<file path="config.mk">
export PLATFORM = sky130hd
export DESIGN_NAME = cmpf_top
export DESIGN_NICKNAME = d
export VERILOG_FILES = /design/src/cmpf_pkg.sv /design/src/cmpf_top.sv /design/src/cmpf_chan.sv
export VERILOG_INCLUDE_DIRS = /design/src /design/src/src
export SDC_FILE = /design/constraint.sdc
export NUM_CORES = 1
export LEC_CHECK = 0
export ABC_AREA = 1
export BUFFER_PORTS_ARGS = -buffer_cell sky130_fd_sc_hd__buf_4
export CAP_MARGIN = 10
export CORE_MARGIN = 3
export CORE_UTILIZATION = 40
export DETAILED_ROUTE_END_ITERATION = 10
export PLACE_DENSITY_LB_ADDON = 0.1
export RECOVER_POWER = 25
export SLEW_MARGIN = 30
export SYNTH_ARGS = -nofsm -noshare
export SYNTH_HDL_FRONTEND = slang
export SYNTH_SLANG_ARGS = --single-unit
</file>
<file path="constraint.sdc">
create_clock -name MCLK -period 1.34 [get_ports MCLK]
set_clock_uncertainty 0.2 [all_clocks]
set_input_delay 0.134 -clock MCLK [delete_from_list [all_inputs] [get_ports MCLK]]
set_output_delay 0.134 -clock MCLK [all_outputs]
set_load 0.05 [all_outputs]
</file>
<file path="src/cmpf_cfg.svh">
`ifndef CMPF_CFG_SVH
`define CMPF_CFG_SVH
`define CMPF_OFF_CFG0    12'h000
`define CMPF_OFF_CFG1    12'h004
`define CMPF_OFF_PWR     12'h008
`define CMPF_OFF_STAT    12'h00c
`define CMPF_OFF_IEN     12'h010
`define CMPF_OFF_ICLR    12'h014
`define CMPF_OFF_MODE    12'h018
`define CMPF_BIT_EN      0
`define CMPF_BIT_REFSEL  1
`define CMPF_BIT_IE      2
`define CMPF_BIT_FLAG    3
`define CMPF_BIT_RESULT  4
`define CMPF_BIT_PWRDIS  5
`define CMPF_RST_CFG     8'h00
`define CMPF_RST_PWR     8'h00
`define CMPF_N_CMP       2
`endif

</file>
<file path="src/cmpf_pkg.sv">
`default_nettype none
package cmpf_pkg;
  typedef enum logic [1:0] {
    PM_ACTIVE,
    PM_IDLE,
    PM_PDOWN,
    PM_TOTAL_PDOWN
  } cmpf_pmode_t;
  typedef struct packed {
    logic enable;
    logic ref_select;
    logic int_enable;
  } cmpf_ctl_t;
  typedef struct packed {
    logic [11:0] paddr;
    logic        psel;
    logic        penable;
    logic        pwrite;
    logic [31:0] pwdata;
  } cmpf_apb_req_t;
endpackage : cmpf_pkg
`default_nettype wire

</file>
<file path="src/cmpf_top.sv">
`timescale 1ns/100ps
`default_nettype none
`include "cmpf_cfg.svh"
module cmpf_top #(
  parameter int N_CMP = `CMPF_N_CMP
) (
  input  wire logic             MCLK,
  input  wire logic             RESET_N,
  input  wire logic [11:0]      PADDR,
  input  wire logic             PSEL,
  input  wire logic             PENABLE,
  input  wire logic             PWRITE,
  input  wire logic [31:0]      PWDATA,
  output logic      [31:0]      PRDATA,
  output logic                  PREADY,
  output logic                  PSLVERR,
  input  wire logic [N_CMP-1:0] CMP_RAW,
  output logic      [N_CMP-1:0] CMP_ENABLE,
  output logic      [N_CMP-1:0] CMP_REF_SEL,
  output logic      [N_CMP-1:0] CMP_RESULT,
  output logic                  IRQ,
  output logic                  WAKE
);
  cmpf_pkg::cmpf_ctl_t    ctl_ff [N_CMP];
  cmpf_pkg::cmpf_pmode_t  mode_ff;
  cmpf_pkg::cmpf_apb_req_t req;
  logic             pwr_dis_ff;
  logic [N_CMP-1:0] ien_ff;
  logic [N_CMP-1:0] result;
  logic [N_CMP-1:0] flag;
  logic [N_CMP-1:0] clr;
  logic [N_CMP-1:0] active;
  logic [N_CMP-1:0] irq_src;
  logic             wr;
  logic             rd;
  logic             bad;
  logic [31:0]      nxt_rdata;

  assign req = '{paddr: PADDR, psel: PSEL, penable: PENABLE, pwrite: PWRITE, pwdata: PWDATA};
  // Zero-wait slave: every access completes in the access cycle
  assign wr  = req.psel && req.penable && req.pwrite;
  assign rd  = req.psel && req.penable && !req.pwrite;

  always_comb begin
    bad = 1'b1;
    if (req.paddr == `CMPF_OFF_CFG0) bad = 1'b0;
    else if (req.paddr == `CMPF_OFF_CFG1) bad = (N_CMP < 2);
    else if (req.paddr == `CMPF_OFF_PWR) bad = 1'b0;
    else if (req.paddr == `CMPF_OFF_STAT) bad = 1'b0;
    else if (req.paddr == `CMPF_OFF_IEN) bad = 1'b0;
    else if (req.paddr == `CMPF_OFF_ICLR) bad = 1'b0;
    else if (req.paddr == `CMPF_OFF_MODE) bad = 1'b0;
  end

  generate
    for (genvar i = 0; i < N_CMP; i++) begin : g_ch
      logic cfg_hit;
      logic stat_clr;
      assign cfg_hit = wr && (req.paddr == (i == 0 ? `CMPF_OFF_CFG0 : `CMPF_OFF_CFG1));
      assign stat_clr = wr && (req.paddr == `CMPF_OFF_ICLR) && req.pwdata[i];
      // Flag cleared by writing zero in its config, or via clear register
      assign clr[i] = (cfg_hit && !req.pwdata[`CMPF_BIT_FLAG]) || stat_clr;
      // Total power-down and power bit override the enable
      assign active[i] = ctl_ff[i].enable && !pwr_dis_ff
                         && (mode_ff != cmpf_pkg::PM_TOTAL_PDOWN);
      always_ff @(posedge MCLK or negedge RESET_N) begin
        if (!RESET_N) begin
          ctl_ff[i] <= '0;
        end else if (cfg_hit) begin
          ctl_ff[i].enable     <= req.pwdata[`CMPF_BIT_EN];
          ctl_ff[i].ref_select <= req.pwdata[`CMPF_BIT_REFSEL];
          ctl_ff[i].int_enable <= req.pwdata[`CMPF_BIT_IE];
        end
      end
      cmpf_chan u_chan (
        .mclk      (MCLK),
        .reset_n   (RESET_N),
        .active    (active[i]),
        .raw_out   (CMP_RAW[i]),
        .flag_clr  (clr[i]),
        .result_ff (result[i]),
        .flag_ff   (flag[i]),
        .change    ()
      );
      assign irq_src[i] = flag[i] && ctl_ff[i].int_enable && ien_ff[i];
    end
  endgenerate

  always_ff @(posedge MCLK or negedge RESET_N) begin
    if (!RESET_N) pwr_dis_ff <= 1'b0;
    else if (wr && req.paddr == `CMPF_OFF_PWR) pwr_dis_ff <= req.pwdata[`CMPF_BIT_PWRDIS];
  end

  always_ff @(posedge MCLK or negedge RESET_N) begin
    if (!RESET_N) ien_ff <= '0;
    else if (wr && req.paddr == `CMPF_OFF_IEN) ien_ff <= req.pwdata[N_CMP-1:0];
  end

  always_ff @(posedge MCLK or negedge RESET_N) begin
    if (!RESET_N) mode_ff <= cmpf_pkg::PM_ACTIVE;
    else if (wr && req.paddr == `CMPF_OFF_MODE) mode_ff <= cmpf_pkg::cmpf_pmode_t'(req.pwdata[1:0]);
  end

  always_comb begin
    nxt_rdata = 32'h0000_0000;
    if (req.paddr == `CMPF_OFF_CFG0 || (N_CMP > 1 && req.paddr == `CMPF_OFF_CFG1)) begin
      for (int i = 0; i < N_CMP; i++) begin
        if (req.paddr == (i == 0 ? `CMPF_OFF_CFG0 : `CMPF_OFF_CFG1)) begin
          nxt_rdata[`CMPF_BIT_EN]     = ctl_ff[i].enable;
          nxt_rdata[`CMPF_BIT_REFSEL] = ctl_ff[i].ref_select;
          nxt_rdata[`CMPF_BIT_IE]     = ctl_ff[i].int_enable;
          nxt_rdata[`CMPF_BIT_FLAG]   = flag[i];
          nxt_rdata[`CMPF_BIT_RESULT] = result[i];
        end
      end
    end else if (req.paddr == `CMPF_OFF_PWR) begin
      nxt_rdata[`CMPF_BIT_PWRDIS] = pwr_dis_ff;
    end else if (req.paddr == `CMPF_OFF_STAT) begin
      nxt_rdata[N_CMP-1:0] = flag;
    end else if (req.paddr == `CMPF_OFF_IEN) begin
      nxt_rdata[N_CMP-1:0] = ien_ff;
    end else if (req.paddr == `CMPF_OFF_MODE) begin
      nxt_rdata[1:0] = mode_ff;
    end
  end

  // Registered read data presented in the access cycle; setup cycle loads it
  always_ff @(posedge MCLK or negedge RESET_N) begin
    if (!RESET_N) PRDATA <= 32'h0000_0000;
    else if (req.psel && !req.penable && !req.pwrite) PRDATA <= nxt_rdata;
    else if (rd) PRDATA <= PRDATA;
  end

  // Ready registered: high in the cycle after the setup cycle, low otherwise
  always_ff @(posedge MCLK or negedge RESET_N) begin
    if (!RESET_N) begin
      PREADY  <= 1'b0;
      PSLVERR <= 1'b0;
    end else begin
      PREADY  <= req.psel && !req.penable;
      PSLVERR <= req.psel && !req.penable && bad;
    end
  end

  always_ff @(posedge MCLK or negedge RESET_N) begin
    if (!RESET_N) begin
      CMP_ENABLE  <= '0;
      CMP_REF_SEL <= '0;
      CMP_RESULT  <= '1;
    end else begin
      CMP_ENABLE  <= active;
      for (int i = 0; i < N_CMP; i++) begin
        CMP_REF_SEL[i] <= ctl_ff[i].ref_select;
      end
      CMP_RESULT  <= result;
    end
  end

  // Wake is meaningless in total power-down as comparators are off there
  always_ff @(posedge MCLK or negedge RESET_N) begin
    if (!RESET_N) begin
      IRQ  <= 1'b0;
      WAKE <= 1'b0;
    end else begin
      IRQ  <= |irq_src;
      WAKE <= |irq_src && (mode_ff == cmpf_pkg::PM_IDLE || mode_ff == cmpf_pkg::PM_PDOWN);
    end
  end
endmodule : cmpf_top
`default_nettype wire

</file>
<file path="src/cmpf_chan.sv">
`timescale 1ns/100ps
`default_nettype none
module cmpf_chan (
  input  wire logic mclk,
  input  wire logic reset_n,
  input  wire logic active,
  input  wire logic raw_out,
  input  wire logic flag_clr,
  output logic      result_ff,
  output logic      flag_ff,
  output logic      change
);
  logic sync1_ff;
  logic sync2_ff;
  logic nxt_result;
  // Pin sampled twice before any logic sees it
  always_ff @(posedge mclk or negedge reset_n) begin
    if (!reset_n) begin
      sync1_ff <= 1'b1;
      sync2_ff <= 1'b1;
    end else begin
      sync1_ff <= raw_out;
      sync2_ff <= sync1_ff;
    end
  end
  // Disabled channel reads high
  assign nxt_result = active ? sync2_ff : 1'b1;
  assign change     = nxt_result != result_ff;
  always_ff @(posedge mclk or negedge reset_n) begin
    if (!reset_n) result_ff <= 1'b1;
    else          result_ff <= nxt_result;
  end
  // Set beats a simultaneous clear
  always_ff @(posedge mclk or negedge reset_n) begin
    if (!reset_n)    flag_ff <= 1'b0;
    else if (change) flag_ff <= 1'b1;
    else if (flag_clr) flag_ff <= 1'b0;
  end
endmodule : cmpf_chan
`default_nettype wire

</file>
Word-level counts from Yosys, hierarchy flattened. Index checks and enable logic that the tools add are counted.

Bits of input ports: 51. Register bits: 35. Output and inout bits: 42. Word-level logic and storage cells: 95.

Multiplexer cells: 23. Reductions and logical operators: 36. Equal/unequal tests: 11.

Operators with widths (number): equality test 12 x 5 -> 1 bit, second input constant (3); equality test 12 x 4 -> 1 bit, second input constant (2); logical AND 1 bit (24); two-way mux 1 bit (15); equality test 12 x 3 -> 1 bit, second input constant (1); zero test 12 bit (1); two-way mux 2 bit (5); two-way mux 5 bit (2); zero test 1 bit (4); logical OR 1 bit (4); nonzero test 2 bit (2); two-way mux 3 bit (1); equality test 2 x 1 -> 1 bit, second input constant (1); equality test 2 bit, second input constant (1); != test 1 bit (2); != test 2 bit, second input constant (1); OR reduction 2 bit (1).

Logic depth before layout (Yosys ltp).
Word-level depth: 9. Mapped depth: 9. Mapped depth without buffers: 8.

By module. Synthesis repeated with hierarchy kept, for this count alone.

Cells, all modules: 207. Area total of the unflattened synthesis: 1869.3 um^2.

By module, submodules not included: cmpf_top (times used 1, seq. area each 678.2 um^2, cells an instance 181, area an instance 1569.0 um^2); cmpf_chan (times used 2, seq. area each 103.8 um^2, cells an instance 13, area an instance 150.1 um^2).

Least setup slack after synthesis. OpenSTA, ideal clock, no wires.

Path type: register to register. From: reg mode_ff[0]. To: reg g_ch[0].u_chan.flag_ff. Setup slack: 55 ps. Period minus slack after synthesis: 1285 ps. Buffers on the path: 0. Stages on the path, launching flop included: 6. Data arrival time: 961 ps. Library setup time: 124 ps. Cells stage by stage: dfrtp_1 ha_1 nor2_1 nand2_1 xnor2_1 o21ai_1.

Word-level cells in the longest chain between the ends: 5. Elaborated cells between the ends (all ways): 6. Those cells by class: 2 x eq/ne; 2 x mux; 2 x reduce/logical.

Ends and longest elaborated chain: start, declared (line cmpf_top.sv:25) `cmpf_pkg::cmpf_pmode_t mode_ff;`; start signal, assigned (line cmpf_top.sv:100) `if (!RESET_N) mode_ff <= cmpf_pkg::PM_ACTIVE;`; start signal, assigned (line cmpf_top.sv:101) `` else if (wr && req.paddr == `CMPF_OFF_MODE) mode_ff <= cmpf_pkg::cmpf_pmode_t'(req.pwdata[1:0]); ``; != test 2 bit * (line cmpf_top.sv:65) `&& (mode_ff != cmpf_pkg::PM_TOTAL_PDOWN);`; logical AND 1 bit * (line cmpf_top.sv:65); named net g_ch[0].u_chan.active (line cmpf_chan.sv:6) `input wire logic active,`; two-way mux 1 bit * (line cmpf_chan.sv:27) `assign nxt_result = active ? sync2_ff : 1'b1;`; named net g_ch[0].u_chan.nxt_result (line cmpf_chan.sv:15) `logic nxt_result;`; != test 1 bit * (line cmpf_chan.sv:28) `assign change = nxt_result != result_ff;`; two-way mux 1 bit or nonzero test 2 bit (tied branches); end signal, assigned (line cmpf_chan.sv:35) `if (!reset_n) flag_ff <= 1'b0;`; end signal, assigned (line cmpf_chan.sv:36) `else if (change) flag_ff <= 1'b1;`; end signal, assigned (line cmpf_chan.sv:37) `else if (flag_clr) flag_ff <= 1'b0;`; end, declared (line cmpf_chan.sv:10) `output logic flag_ff,`.

Mark *: on every way through the listed nets, which the timed path passes. The rest lies on a longest branch. A chain may end at the register's enable or synchronous reset.

Worst setup path after layout.
From: reg mode_ff[0]. To: reg g_ch[1].u_chan.flag_ff.

Word-level cells in the longest chain between the ends: 5. Elaborated cells between the ends (all ways): 6. Those cells by class: 2 x eq/ne; 2 x mux; 2 x reduce/logical.

Ends and longest elaborated chain (line): != test 2 bit * (cmpf_top.sv:65); logical AND 1 bit * (cmpf_top.sv:65); named net g_ch[1].u_chan.active (cmpf_chan.sv:6); two-way mux 1 bit * (cmpf_chan.sv:27); named net g_ch[1].u_chan.nxt_result (cmpf_chan.sv:15); != test 1 bit * (cmpf_chan.sv:28); two-way mux 1 bit or nonzero test 2 bit (tied branches); end signal, assigned (cmpf_chan.sv:35); end signal, assigned (cmpf_chan.sv:36); end signal, assigned (cmpf_chan.sv:37); end, declared (cmpf_chan.sv:10).

Marks and branches as above.

==> impl_metrics.py <==
metrics = {
    "critical_path": {
        "r2r_slack_ps": 20,
        "cp_cell_sequence": "ha_4, nor2_4, nand2_2, xnor2_1, o21ai_1",
        "cp-endpoint": "g_ch[1].u_chan.flag_ff$_DFFE_PN0P_",
        "worstRegToRegCells": 5,
        "r2r-start": "mode_ff[0]$_DFFE_PN0P_",
        "crit_buf_inv": 0,
        "path_class": "reg -> reg",
        "r2r-end": "g_ch[1].u_chan.flag_ff$_DFFE_PN0P_",
        "cpPeakStageDelay_ps": 430,
        "critPathLaunchType": "register",
        "crit_path_end_kind": "register",
        "critPathSlowestCell": "dfrtp_1",
        "required_ps": 1310,
        "arrival_ps": 1290,
        "critPathTopFamily": "flip-flops",
        "crit_fanout": 2,
        "critical_path_cell_count": 5,
        "startpoint": "mode_ff[0]$_DFFE_PN0P_",
    },
    "logic_synthesis": {
        "synth_cells": 207,
        "yosysUniqueCellTypes": 27,
        "synth-seq-cells": 35,
        "synth_top_area_frac": 0.3803,
        "synth-seq-area-share": 0.4986,
        "ys.warnings.count": 0,
        "synth.area.top_cells": "dfrtp_1 38%, dfstp_2 12%, buf_4 11%",
        "syn_area_per_cell_um2": 8.583,
        "syn_area_mm2": 0.001777,
        "synth_top_cell_by_area": "dfrtp_1",
    },
    "run": {
        "cap_violations": 0,
    },
    "routing": {
        "drt_iter0_markers": 84,
        "wl_per_cell_um": 11.43,
        "drtPass1Iterations": 4,
        "finalWirelength_um": 3828,
        "drc": 0,
        "routed_via_density": 4.501,
        "via_count": 1508,
        "antenna_left": 0,
    },
    "floorplanning": {
        "fp.dieW_um": 72.65,
        "core-area_mm2": 0.004144,
        "io-pin-count": 93,
        "dieHeight_um": 72.65,
        "initial_core_util": 0.4287,
        "rows": 23,
        "die_area_mm2": 0.005277,
    },
    "grt": {
        "grt_pass1_wl_um": 6251,
        "met2_usage": 0.2425,
        "grt_use_met1": 0.2061,
        "grt_max_degree": 36,
        "antenna_found_initial": 0,
        "overflow": 0,
        "busiest_layer": "met2",
        "met3_usage": 0.04132,
        "grt_pass1_vias": 1411,
        "grt_util_all_layers": 0.1556,
    },
    "final_layout": {
        "layout-drive-gt1-share": 0.3439,
        "layout.cells.non_filler": 335,
        "final_common_cell": "buf_4",
        "mostFrequentLayoutCells": "58 x buf_4, 37 x nand2_1, 27 x dfrtp_1",
        "fill_cells": 385,
        "multiInputGateArea_um2": 732.0,
        "utilization": 0.5915,
        "syn_to_final_growth_pct": 37.96,
        "finish.net_count": 336,
        "num_antenna_cells": 0,
        "seq_area_um2": 885.9,
    },
    "sta": {
        "fin_tns_setup_ps": 0,
        "maxSlewViolCount": 0,
        "setup_violations": 0,
        "whs_ps": 53.88,
        "slew_headroom": 0.5044,
        "period_needed_ps": 1315,
        "fin_crit_sh": 0.9815,
        "clock.fmax_ghz": 0.7603,
        "finalHoldViolCount": 0,
        "tightest_slew_ps": 743.4,
        "rsz0062_at_grt": "true",
    },
    "clock_network": {
        "cts_root_buffer": "clkbuf_8",
        "htree_levels": 2,
        "clock-sinks": 35,
        "cts_tree": "yes",
        "cts_buffers": 5,
        "insertion_delay_ps": 290,
        "clock_path_buffers": 2,
        "cts.clk_slew.worst_paths_ps": 70,
    },
    "placement": {
        "port_buffers": 39,
        "hpwl_um": 2934,
        "gp_congestion": 0.8774,
        "dp_cells": 317,
    },
    "power_and_ir_drop": {
        "peakVddDrop_mv": 0.8227,
        "power.leakage_nw": 1.267,
        "p_total_mw": 2.350,
        "cellPowerDensity_mw_per_mm2": 958.9,
    },
    "hold_path": {
        "hp-class": "in -> reg",
    },
    "status": {
        "status": "finished, final reports clean",
    },
}
worst min path at each step:
stage	start	endpoint	slack, ps	cells after the start
after detailed placement	RESET_N	PREADY$_DFF_PN0_	-90	1
after global placement	RESET_N	PREADY$_DFF_PN0_	-90	1
after CTS	PENABLE	PSLVERR$_DFF_PN0_	50	5
after global routing	PENABLE	PSLVERR$_DFF_PN0_	90	5
after floorplan	RESET_N	CMP_ENABLE[0]$_DFF_PN0_	-360	0
final	PENABLE	PSLVERR$_DFF_PN0_	50	5
flip-flops by register name (all words and copies together) (netlist names), 2 cells and up:
register               flops
g_ch.u_chan.flag_ff        2
CMP_RESULT                 2
CMP_REF_SEL                2
g_ch.u_chan.result_ff      2
PRDATA                     6
ien_ff                     2
g_ch.u_chan.sync2_ff       2
CMP_ENABLE                 2
g_ch.u_chan.sync1_ff       2
ctl_ff                     6
mode_ff                    2
kinds of logic (layout without fill, tap and decap cells):
logic type      Yosys count  count (layout)  share of synthesized area
compound gates           28              28                    0.08944
flops                    35              35                     0.4986
fa+ha+maj                 1               1                   0.007041
buf+inv                  49             102                     0.1634
other cells               1              26                   0.002111
simple gates             91              91                     0.2296
xor+xnor                  2               2                   0.009861
cell type report:
type / count / area share
sequential: 35 / 0.3614
clock inverter: 3 / 0.01787
tap: 50 / 0.02552
timing repair buffer: 73 / 0.2363
clock buffer: 5 / 0.02808
multi-input combinational: 148 / 0.2986
inverter: 21 / 0.03216
synth_stat cells:
cell type	count
o21ai_0	11
nand3_2	2
dfrtp_1	27
o21a_1	2
dfstp_2	8
nand2_2	2
nor2_1	21
a21boi_0	1
nand2_1	39
nand3_1	19
nor2_4	1
o31ai_1	1
o21bai_1	1
a21oi_1	2
conb_1	1
a211oi_1	1
nand4_1	2
buf_6	1
ha_1	1
nor2_2	5
buf_2	1
inv_1	19
o21ai_1	8
inv_2	2
o2111ai_1	1
buf_4	26
xnor2_1	2
through the flow:
stage                     setup slack, ps  area (µm²)
after floorplan                     54.81        1871
after global placement             -144.5        2195
after detailed placement           -164.5        2195
after CTS                         -0.8304        2420
after global routing               -16.79        2451
final                               24.80        2451
what timing repair did:
item / 4_1_cts / 5_1_grt
hold buffers: 9 / 0
pin swaps: 3 / 3
endpoints found under the hold margin: 45 / 0
setup buffers: 1 / 0
setup endpoints to repair: 2 / 4
resized for setup: 5 / 8
worst reg2reg max path: cells and delay by family, from the launching register on:
kind                       cells  cell delay, ps
AOI/OAI and AO/OA              1              80
xor gates and xnor gates       1             130
adders and majority gates      1             200
DFF                            1             430
and+or+nand+nor                2             170
layer usage:
layer	vias to the layer above	part of all wire
met5	-	0
met4	0	0.014
met3	7	0.075
met2	55	0.47
met1	684	0.44
li1	762	-
power by group:
group / internal [mW] / total (mW) / leakage, nW / switching, mW
sequential: 1.07 / 1.07 / 0.442 / 0.00275
combinational: 0.0947 / 0.350 / 0.766 / 0.255
clock: 0.553 / 0.926 / 0.0581 / 0.373
Power figures use the tool's default switching activity.
